**src/rtl/dfg_consts.vh**
```
// diag frame generator: register indices, field positions and reset values
// assumes the includer uses 32-bit ahb data, one register per aligned word
`ifndef DFG_CONSTS_VH
`define DFG_CONSTS_VH

// register indices; byte address is four times the index
`define DFG_IDX_ENABLE 16'h8020
`define DFG_IDX_CONTROL 16'h8021
`define DFG_IDX_CONT 16'h8022
`define DFG_IDX_IRQ_EN 16'h8023
`define DFG_IDX_LENGTH 16'h8025
`define DFG_IDX_GAP 16'h8026
`define DFG_IDX_CNT_HI 16'h8027
`define DFG_IDX_CNT_LO 16'h8028
`define DFG_IDX_DONE 16'h8029
`define DFG_IDX_DIAG_CLK 16'h8030
`define DFG_IDX_IRQ_STAT 16'h8031

// field positions
`define DFG_RESTART_BIT 3
`define DFG_PAT_MSB 2

// reset values
`define DFG_RST_PATTERN 3'h1
`define DFG_RST_LENGTH 16'h006b
`define DFG_RST_GAP 16'h000c
`define DFG_RST_CNT_HI 16'h0000
`define DFG_RST_CNT_LO 16'h0100

// pattern select codes
`define DFG_PAT_STOP 3'h0
`define DFG_PAT_RANDOM 3'h1
`define DFG_PAT_ZERO 3'h2
`define DFG_PAT_ONES 3'h3
`define DFG_PAT_ALT 3'h4
`define DFG_PAT_DOWN 3'h5

// frame overhead bytes: two addresses, length field, check sequence
`define DFG_ADDR_BYTES 17'h0_0006
`define DFG_HDR_BYTES 17'h0_000e
`define DFG_FCS_BYTES 17'h0_0004

// timing: 10 Mb/s line gives 800 ns per byte, clock period 4 ns
`define DFG_BYTE_TIME_NS 800
`define DFG_CLK_PERIOD_NS 4
`define DFG_BYTE_CYCLES (`DFG_BYTE_TIME_NS / `DFG_CLK_PERIOD_NS)

`define DFG_CRC_POLY 32'hedb8_8320
`define DFG_LFSR_SEED 32'h1234_5678

`endif

```
**src/rtl/dfg_frame_gen.v**
```verilog
// diag frame generator: ahb-lite register slave plus byte-wide test frame source
// assumes one clock hclk, the phy transmit path takes one byte per phy_tx_strobe,
// and the mac transmit inputs are synchronous to hclk.
// the subsystem interrupt mask and status registers live outside and take the exported flag.
//
// Functional notes
// - writing one to control bit 3 restarts generation; the bit clears itself
// - pattern 000 finishes the current frame, then sends no more frames
// - pattern 001, the reset value, fills payloads with random data
// - pattern 010 gives all-zero payloads
// - pattern 011 gives all-one payloads
// - pattern 100 gives payload bytes of 0x55
// - pattern 101 gives payload bytes counting down from 255, wrapping back to 255 after 0
// - continuous mode set keeps sending frames until disabled or reconfigured
// - continuous mode clear sends one burst of the programmed frame count
// - frame count is 32 bits: upper half and lower half in two registers
// - frame counter reloads whenever generation is enabled or restarted
// - completion raises an interrupt only while the interrupt enable is set
// - completion interrupt status shows in the subsystem latched status bit
// - length is payload only; add 6+6 address, 2 length, 4 check bytes
// - idle gap of the programmed byte count between consecutive frames; a zero count gives one byte
// - while enabled, phy data comes from generator; runs only with diag clock on
// - done flag sets on completion and clears when software reads it
`timescale 1ns/10ps
`include "dfg_consts.vh"

module dfg_frame_gen #(
    parameter BYTE_DIV = `DFG_BYTE_CYCLES,
    parameter [47:0] DEST_ADDR = 48'hffff_ffff_ffff,
    parameter [47:0] SRC_ADDR = 48'h0200_0000_0001
) (
    // clock and reset
    input wire hclk,
    input wire hresetn,
    // ahb-lite slave
    input wire hsel,
    input wire [31:0] haddr,
    input wire [1:0] htrans,
    input wire hwrite,
    input wire [2:0] hsize,
    input wire [31:0] hwdata,
    input wire hready,
    output wire hreadyout,
    output wire hresp,
    output reg [31:0] hrdata,
    // mac transmit side
    input wire [7:0] mac_tx_data,
    input wire mac_tx_en,
    // phy transmit side
    output reg [7:0] phy_tx_data,
    output reg phy_tx_en,
    output reg phy_tx_strobe,
    // latched completion flag toward the subsystem status register
    output wire checker_generator_irq_flag
);

    // sequencer states; the idle state also sends the byte in which the next frame is decided
    localparam ST_IDLE = 2'd0;
    localparam ST_SEND = 2'd1;
    localparam ST_GAP = 2'd2;

    // one byte step of the reflected crc-32
    // least significant bit first, the order in which bits leave on the line
    function [31:0] crc_byte;
        input [31:0] crc;
        input [7:0] data;
        integer i;
        reg [31:0] c;
        begin
            c = crc ^ {24'h00_0000, data};
            for (i = 0; i < 8; i = i + 1) begin
                c = c[0] ? ((c >> 1) ^ `DFG_CRC_POLY) : (c >> 1);
            end
            crc_byte = c;
        end
    endfunction

    // register state
    reg generator_on_q;
    reg diagnostic_clock_on_q;
    reg [2:0] payload_pattern_select_q;
    reg generator_restart_bit_q;
    reg continuous_mode_select_q;
    reg completion_irq_enable_q;
    reg [15:0] payload_length_bytes_q;
    reg [15:0] gap_length_bytes_q;
    reg [15:0] frame_count_upper_q;
    reg [15:0] frame_count_lower_q;

    // read-to-clear status flags
    reg generation_complete_flag_q;
    reg irq_flag_q;

    // bus pipeline
    reg wr_pend_q;
    reg [15:0] wr_idx_q;
    // hsize is ignored: every register is one aligned word
    wire addr_phase = hsel & htrans[1] & hready;
    wire [15:0] a_idx = haddr[17:2];
    wire rd_now = addr_phase & ~hwrite;
    wire wr_now = wr_pend_q;
    // reading the done or latched status register clears it in the address phase
    wire rd_done = rd_now & (a_idx == `DFG_IDX_DONE);
    wire rd_irq = rd_now & (a_idx == `DFG_IDX_IRQ_STAT);

    // generator state
    reg [1:0] state_q;
    // frame position, gap and remaining-frame counters
    reg [16:0] pos_q;
    reg [15:0] gap_q;
    reg [31:0] remain_q;

    // check sequence and payload pattern state
    reg [31:0] crc_q;
    reg [31:0] lfsr_q;
    reg [7:0] down_q;

    // settings latched at frame start
    reg [2:0] pat_q;
    reg [15:0] len_q;

    // enable edge detect, byte divider and completion pulse
    reg on_prev_q;
    reg [15:0] div_q;
    reg done_evt;

    // zero wait states, always okay
    assign hreadyout = 1'b1;
    assign hresp = 1'b0;
    assign checker_generator_irq_flag = irq_flag_q;

    // write data arrives one cycle after its address phase
    // the write lands at the end of its data phase; a read right behind it sees the old value
    always @(posedge hclk or negedge hresetn) begin
        if (!hresetn) begin
            wr_pend_q <= 1'b0;
            wr_idx_q <= 16'h0000;
        end else begin
            wr_pend_q <= addr_phase & hwrite;
            wr_idx_q <= a_idx;
        end
    end

    // read data is registered at the address phase so it stands in the data phase
    // unmapped indices and reserved bits read as zero
    always @(posedge hclk or negedge hresetn) begin
        if (!hresetn) begin
            hrdata <= 32'h0000_0000;
        end else if (rd_now) begin
            case (a_idx)
                `DFG_IDX_ENABLE: hrdata <= {31'h0000_0000, generator_on_q};
                `DFG_IDX_CONTROL: hrdata <= {28'h000_0000, generator_restart_bit_q, payload_pattern_select_q};
                `DFG_IDX_CONT: hrdata <= {31'h0000_0000, continuous_mode_select_q};
                `DFG_IDX_IRQ_EN: hrdata <= {31'h0000_0000, completion_irq_enable_q};
                `DFG_IDX_LENGTH: hrdata <= {16'h0000, payload_length_bytes_q};
                `DFG_IDX_GAP: hrdata <= {16'h0000, gap_length_bytes_q};
                `DFG_IDX_CNT_HI: hrdata <= {16'h0000, frame_count_upper_q};
                `DFG_IDX_CNT_LO: hrdata <= {16'h0000, frame_count_lower_q};
                `DFG_IDX_DONE: hrdata <= {31'h0000_0000, generation_complete_flag_q};
                `DFG_IDX_DIAG_CLK: hrdata <= {31'h0000_0000, diagnostic_clock_on_q};
                `DFG_IDX_IRQ_STAT: hrdata <= {31'h0000_0000, irq_flag_q};
                default: hrdata <= 32'h0000_0000;
            endcase
        end
    end

    // software-written control registers
    always @(posedge hclk or negedge hresetn) begin
        if (!hresetn) begin
            generator_on_q <= 1'b0;
            diagnostic_clock_on_q <= 1'b0;
            payload_pattern_select_q <= `DFG_RST_PATTERN;
            generator_restart_bit_q <= 1'b0;
            continuous_mode_select_q <= 1'b0;
            completion_irq_enable_q <= 1'b0;
            payload_length_bytes_q <= `DFG_RST_LENGTH;
            gap_length_bytes_q <= `DFG_RST_GAP;
            frame_count_upper_q <= `DFG_RST_CNT_HI;
            frame_count_lower_q <= `DFG_RST_CNT_LO;
        end else begin
            // the restart bit stands for one cycle after its write, then clears
            generator_restart_bit_q <= 1'b0;
            if (wr_now) begin
                case (wr_idx_q)
                    `DFG_IDX_ENABLE: generator_on_q <= hwdata[0];
                    `DFG_IDX_CONTROL: begin
                        payload_pattern_select_q <= hwdata[`DFG_PAT_MSB:0];
                        generator_restart_bit_q <= hwdata[`DFG_RESTART_BIT];
                    end
                    `DFG_IDX_CONT: continuous_mode_select_q <= hwdata[0];
                    `DFG_IDX_IRQ_EN: completion_irq_enable_q <= hwdata[0];
                    `DFG_IDX_LENGTH: payload_length_bytes_q <= hwdata[15:0];
                    `DFG_IDX_GAP: gap_length_bytes_q <= hwdata[15:0];
                    `DFG_IDX_CNT_HI: frame_count_upper_q <= hwdata[15:0];
                    `DFG_IDX_CNT_LO: frame_count_lower_q <= hwdata[15:0];
                    `DFG_IDX_DIAG_CLK: diagnostic_clock_on_q <= hwdata[0];
                    default: ;
                endcase
            end
        end
    end

    // sticky flags: a completion in the read cycle wins over the clear
    // the interrupt flag is gated by the interrupt enable; the subsystem mask is applied outside this block
    always @(posedge hclk or negedge hresetn) begin
        if (!hresetn) begin
            generation_complete_flag_q <= 1'b0;
            irq_flag_q <= 1'b0;
        end else begin
            if (done_evt) begin
                generation_complete_flag_q <= 1'b1;
            end else if (rd_done) begin
                generation_complete_flag_q <= 1'b0;
            end
            if (done_evt && completion_irq_enable_q) begin
                irq_flag_q <= 1'b1;
            end else if (rd_irq) begin
                irq_flag_q <= 1'b0;
            end
        end
    end

    // byte-rate enable; it stops while the diagnostic clock is off, which pauses the frame
    // BYTE_DIV cycles per byte models the 10 Mb/s line rate on the fast bus clock
    wire run = generator_on_q & diagnostic_clock_on_q;
    wire tick = run && (div_q == BYTE_DIV - 1);
    always @(posedge hclk or negedge hresetn) begin
        if (!hresetn) begin
            div_q <= 16'h0000;
        end else if (!run || tick) begin
            div_q <= 16'h0000;
        end else begin
            div_q <= div_q + 16'h0001;
        end
    end

    // reload on the rising edge of enable or on a restart write
    // a restart also aborts a frame in flight; the done flag keeps its value
    wire reload = (generator_on_q & ~on_prev_q) | generator_restart_bit_q;
    wire pat_ok = (payload_pattern_select_q != `DFG_PAT_STOP) &&
        (payload_pattern_select_q <= `DFG_PAT_DOWN);
    wire more = continuous_mode_select_q || (remain_q != 32'h0000_0000);
    wire [16:0] pay_end = `DFG_HDR_BYTES + {1'b0, len_q};
    wire [16:0] last_pos = pay_end + `DFG_FCS_BYTES - 17'h0_0001;

    // payload byte from the pattern latched at frame start
    reg [7:0] pay_byte;
    always @* begin
        case (pat_q)
            `DFG_PAT_RANDOM: pay_byte = lfsr_q[7:0];
            `DFG_PAT_ZERO: pay_byte = 8'h00;
            `DFG_PAT_ONES: pay_byte = 8'hff;
            `DFG_PAT_ALT: pay_byte = 8'h55;
            `DFG_PAT_DOWN: pay_byte = down_q;
            default: pay_byte = 8'h00;
        endcase
    end

    // byte at the current frame position: addresses, length, payload, check sequence
    reg [7:0] cur_byte;
    reg [5:0] sh;
    always @* begin
        sh = 6'd0;
        if (pos_q < `DFG_ADDR_BYTES) begin
            sh = 6'd40 - {pos_q[2:0], 3'b000};
            cur_byte = DEST_ADDR[sh +: 8];
        end else if (pos_q < `DFG_HDR_BYTES - 17'h0_0002) begin
            sh = 6'd40 - {pos_q[2:0] - 3'd6, 3'b000};
            cur_byte = SRC_ADDR[sh +: 8];
        end else if (pos_q == `DFG_HDR_BYTES - 17'h0_0002) begin
            // length field, most significant byte first
            cur_byte = len_q[15:8];
        end else if (pos_q == `DFG_HDR_BYTES - 17'h0_0001) begin
            cur_byte = len_q[7:0];
        end else if (pos_q < pay_end) begin
            cur_byte = pay_byte;
        end else begin
            // inverted remainder, least significant byte first
            cur_byte = ~crc_q[7:0];
        end
    end

    // frame sequencer
    always @(posedge hclk or negedge hresetn) begin
        if (!hresetn) begin
            state_q <= ST_IDLE;
            pos_q <= 17'h0_0000;
            gap_q <= 16'h0000;
            remain_q <= 32'h0000_0000;
            crc_q <= 32'hffff_ffff;
            lfsr_q <= `DFG_LFSR_SEED;
            down_q <= 8'hff;
            pat_q <= `DFG_RST_PATTERN;
            len_q <= `DFG_RST_LENGTH;
            on_prev_q <= 1'b0;
            done_evt <= 1'b0;
            phy_tx_strobe <= 1'b0;
            phy_tx_data <= 8'h00;
            phy_tx_en <= 1'b0;
        end else begin
            on_prev_q <= generator_on_q;
            done_evt <= 1'b0;
            phy_tx_strobe <= tick;
            if (!generator_on_q) begin
                // disabled: abort any frame, mac data passes through
                state_q <= ST_IDLE;
                phy_tx_data <= mac_tx_data;
                phy_tx_en <= mac_tx_en;
            end else if (reload) begin
                state_q <= ST_IDLE;
                remain_q <= {frame_count_upper_q, frame_count_lower_q};
                phy_tx_data <= 8'h00;
                phy_tx_en <= 1'b0;
            end else if (tick) begin
                case (state_q)
                    ST_IDLE: begin
                        phy_tx_data <= 8'h00;
                        phy_tx_en <= 1'b0;
                        if (pat_ok && more) begin
                            // settings are latched per frame so a change never tears a frame
                            state_q <= ST_SEND;
                            pos_q <= 17'h0_0000;
                            crc_q <= 32'hffff_ffff;
                            down_q <= 8'hff;
                            pat_q <= payload_pattern_select_q;
                            len_q <= payload_length_bytes_q;
                        end
                    end
                    ST_SEND: begin
                        phy_tx_data <= cur_byte;
                        phy_tx_en <= 1'b1;
                        pos_q <= pos_q + 17'h0_0001;
                        // during the check bytes the remainder shifts out instead of updating
                        if (pos_q < pay_end) begin
                            crc_q <= crc_byte(crc_q, cur_byte);
                        end else begin
                            crc_q <= {8'hff, crc_q[31:8]};
                        end
                        // pattern state advances on payload bytes only
                        if ((pos_q >= `DFG_HDR_BYTES) && (pos_q < pay_end)) begin
                            lfsr_q <= {lfsr_q[30:0], lfsr_q[31] ^ lfsr_q[21] ^ lfsr_q[1] ^ lfsr_q[0]};
                            down_q <= down_q - 8'h01;
                        end
                        if (pos_q == last_pos) begin
                            // the idle decision byte closes the gap, so the counter starts one short;
                            // a zero gap still costs that one byte, back-to-back frames are not possible
                            gap_q <= gap_length_bytes_q - 16'h0001;
                            state_q <= (gap_length_bytes_q > 16'h0001) ? ST_GAP : ST_IDLE;
                            // the frame count drops only in burst mode
                            if (!continuous_mode_select_q) begin
                                remain_q <= remain_q - 32'h0000_0001;
                                if (remain_q == 32'h0000_0001) begin
                                    done_evt <= 1'b1;
                                end
                            end
                        end
                    end
                    ST_GAP: begin
                        // gap bytes keep enable low with zero data
                        phy_tx_data <= 8'h00;
                        phy_tx_en <= 1'b0;
                        gap_q <= gap_q - 16'h0001;
                        if (gap_q == 16'h0001) begin
                            state_q <= ST_IDLE;
                        end
                    end
                    default: state_q <= ST_IDLE;
                endcase
            end
        end
    end

endmodule // dfg_frame_gen

```
**config.mk**
```make
export PLATFORM = sky130hd
export DESIGN_NAME = dfg_frame_gen
export DESIGN_NICKNAME = d
export VERILOG_FILES = /design/src/rtl/dfg_frame_gen.v
export VERILOG_INCLUDE_DIRS = /design/src /design/src/rtl
export SDC_FILE = /design/constraint.sdc
export NUM_CORES = 1
export LEC_CHECK = 0
export BUFFER_PORTS_ARGS = -buffer_cell sky130_fd_sc_hd__buf_2
export CAP_MARGIN = 40
export CORE_MARGIN = 2
export CORE_UTILIZATION = 55
export CTS_CLUSTER_DIAMETER = 200
export DETAILED_ROUTE_END_ITERATION = 8
export GPL_TIMING_DRIVEN = 0
export PLACE_DENSITY = 0.84
export SLEW_MARGIN = 15
export SYNTH_ARGS = -nofsm -noshare
export SYNTH_HDL_FRONTEND = slang
export SYNTH_SLANG_ARGS = --single-unit
```
**constraint.sdc**
```tcl
create_clock -name hclk -period 7.7 [get_ports hclk]
set_input_delay 1.155 -clock hclk [delete_from_list [all_inputs] [get_ports hclk]]
set_output_delay 1.155 -clock hclk [all_outputs]
set_load 0.01 [all_outputs]
```
==> flow_summary_export.csv <==
group,metric,value,unit
outcome,status,"finished, final reports clean",
logic_synthesis,synth_flop_cell,"dfrtp_1",
timing,fin_hold_ws,392,ps
logic_synthesis,yosysSeqAreaShare,0.434,
pwr,power_density,179,nW/um^2
floorplan,fp.coreArea,30600,sq um
logic_synthesis,synthCells,1792,
cts,cts_tree,"done",
setup_path,critPathRequiredTime,8150,ps
setup_path,worstSetupEndpointType,"register",
logic_synthesis,synth-edff-count,0,
place,place.gp.congestion,0.981,
logic_synthesis,synthTopCellsByArea,"dfrtp_1 (33%), dfstp_2 (10%), mux2_2 (7.6%), nor2_1 (4.1%), nand2_1 (3.8%)",
floorplan,die_area,32500,sq um
cts,clock-sinks,293,
setup_path,worstPathArrival,5990,ps
cells_and_area,area_growth,12.3,%
place,hpwl,35700,um
cts,cts_setup_buffers,0,
pwr,power.leakage,8.50,nW
cells_and_area,diodes,0,
timing,setup_viol,0,
logic_synthesis,synthArstFlopShare,1.00,
timing,rsz0062_at_grt,"false",
job,maxCapViolations,0,
detailed_routing,firstDrtPassIters,5,
timing,fin_crit,5540,ps
cts,cts-hold-fix-buffers,0,
pwr,ir_drop,0.000228,V
cts,clock_path_buffers,3,
detailed_routing,routed_via_density,6.39,
cells_and_area,drive_gt1_frac,0.199,
detailed_routing,wl_per_cell,21.0,um
global_route,grt_pass1_vias,14635,
logic_synthesis,synth_warnings,0,
timing,setup_tns,0,ps
min_path,hold_class,"reg -> reg",
global_route,grt_usage,0.302,
timing,slew_viol_final,0,
logic_synthesis,synthesis.area,17100,sq um
detailed_routing,wl,49300,um
floorplan,num_rows,64,
detailed_routing,ant_nets,0,
timing,fin_skew,18.1,ps
timing,worstMarginPinSlew,857,ps
setup_path,startpoint_type,"register",
timing,final_hold_viol_count,0,
cts,clk_pin_slew_worst_paths,60,ps
logic_synthesis,ys_ff_latch,293,
detailed_routing,dr.first_iter.drc_count,1687,
floorplan,ios,128,
detailed_routing,vias,14986,
cts,htree_levels,2,
global_route,grt.overflow.total,0,
global_route,antenna_found_initial,2,
timing,worst_slew_margin_rel,0.424,
detailed_routing,route.detailed.drc,0,
floorplan,start_util,0.559,
global_route,grt_max_degree,111,
place,place.port_buffers,73,
logic_synthesis,synth.largest_area_cell,"dfrtp_1",
cts,clock-root-buffer,"clkbuf_16",
logic_synthesis,avgSynthCellArea,9.53,sq um
logic_synthesis,yosysUniqueCellTypes,94,
global_route,grt_pass1_wl,79400,um
cts,clock_latency,530,ps
cells_and_area,finalNetCount,2041,
floorplan,die_x,180,um
cts,ctsResizeCount,0,
floorplan,die_y,180,um
timing,clock.fmax,180,MHz
timing,min_period_over_period,0.720,
setup_path,critical_path_class,"reg -> reg",
logic_synthesis,synth_top_area_share,0.330,
setup_path,crit_fanout,8,
cts,numCtsBuffers,34,
-- metal layers --
layer	GRT usage	up-vias	wire length [um]
met3	0.0835	142	5150
met5	0	-	13
met1	0.409	7363	20200
met4	0.123	2	1850
li1	-	6711	-
met2	0.462	768	22100
-- flip-flops by register name, summed over array words and instances, names as in the netlist, 2 cells and up --
name / cells
crc_q: 32
div_q: 16
down_q: 8
frame_count_lower_q: 16
frame_count_upper_q: 16
gap_length_bytes_q: 16
gap_q: 16
hrdata: 16
len_q: 16
lfsr_q: 32
pat_q: 3
payload_length_bytes_q: 16
payload_pattern_select_q: 3
phy_tx_data: 8
pos_q: 17
remain_q: 32
state_q: 2
wr_idx_q: 16
-- cells by family (layout without fill, tap and decap cells) --
kind of cell | count (synthesis) | in the layout | synth area share
adder cells (fa/ha/maj) | 34 | 34 | 0.0249
flip-flops | 293 | 293 | 0.434
multiplexers | 120 | 120 | 0.0791
buffers and inverters | 151 | 293 | 0.0394
XOR/XNOR | 139 | 139 | 0.0811
other | 2 | 18 | 0.000440
AO/OA/AOI/OAI | 408 | 408 | 0.157
AND/OR/NAND/NOR | 645 | 645 | 0.184
-- cell usage after synthesis, types with 22 or more instances --
cell      instances
a21oi_1         113
buf_4            22
clkbuf_1         66
dfrtp_1         225
dfstp_2          68
ha_1             34
inv_1            37
mux2_2          116
nand2_1         174
nand3_1          64
nor2_1          185
nor3_1           40
nor4_1           29
o21ai_0          84
o22ai_1          28
or3_1            22
xnor2_1          73
xor2_1           53
-- worst max-delay path, cell delays in order (launching register included) --
cell      delay, ps
dfstp_2         620
inv_1           100
ha_1            280
nand2b_1        160
nand3_1         130
nor3_2          350
xnor2_1         170
ha_1            320
nand4_1         160
or3_1           410
buf_2           180
a211o_1         280
nand3_2         200
o21ai_0         160
o21bai_2        410
xor2_1          330
xnor3_1         560
xnor2_1         180
or3_1           300
a31oi_1         160
-- path summary, 6_finish.rpt --
kind / from / endpoint / slack [ps] / cells after the start
max: len_q[1] / crc_q[19] / 2160 / 19
min: generator_on_q / on_prev_q / 390 / 0
max reg2reg: len_q[1] / crc_q[19] / 2160 / 19
min reg2reg: generator_on_q / on_prev_q / 390 / 0
max in group asynchronous: hresetn / crc_q[27] / 5630 / 3
min in group asynchronous: hresetn / div_q[5] / 630 / 1
-- placed cells by master, fill, tap and decap left out, drive strengths merged, types with 22 or more instances in the layout --
master | synthesis | final
dfrtp | 225 | 225
nor3 | 45 | 45
nor4 | 31 | 31
ha | 34 | 34
o22ai | 30 | 30
mux2 | 117 | 117
or3 | 22 | 22
inv | 37 | 39
xor2 | 53 | 53
a21oi | 113 | 113
xnor2 | 75 | 75
o21ai | 87 | 87
buf | 47 | 125
clkbuf | 66 | 115
nor2 | 188 | 188
nand2 | 175 | 175
nand3 | 65 | 65
dfstp | 68 | 68
nand4 | 22 | 22
-- layout make-up --
type	instances	area, sq um
fill	2494	11400
multi-input combinational	1364	9060
sequential	293	7420
clock buffer	48	963
buffer	113	531
tap	396	495
timing repair buffer	80	463
inverter	38	143
clock inverter	14	118
-- stage by stage --
stage / instance area, sq um / power (mW) / worst slack [ps] / std cells / utilization
after CTS: 19200 / 3.44 / 2180 / 2344 / 0.627
after floorplan: 17100 / 1.77 / 2980 / 1808 / -
final: 19200 / 3.43 / 2160 / 2346 / 0.627
after global routing: 19200 / 3.54 / 1870 / 2346 / 0.627
after detailed placement: 18100 / 1.88 / 2230 / 2282 / 0.592
after global placement: 18000 / 1.87 / 151 / 2277 / 0.589
-- where the power goes --
part,internal [mW],total [mW],switching [mW]
Combinational,0.0854,0.239,0.153
Sequential,1.59,1.62,0.0369
Clock,0.913,1.57,0.660
(Power assumes the default switching activity.)
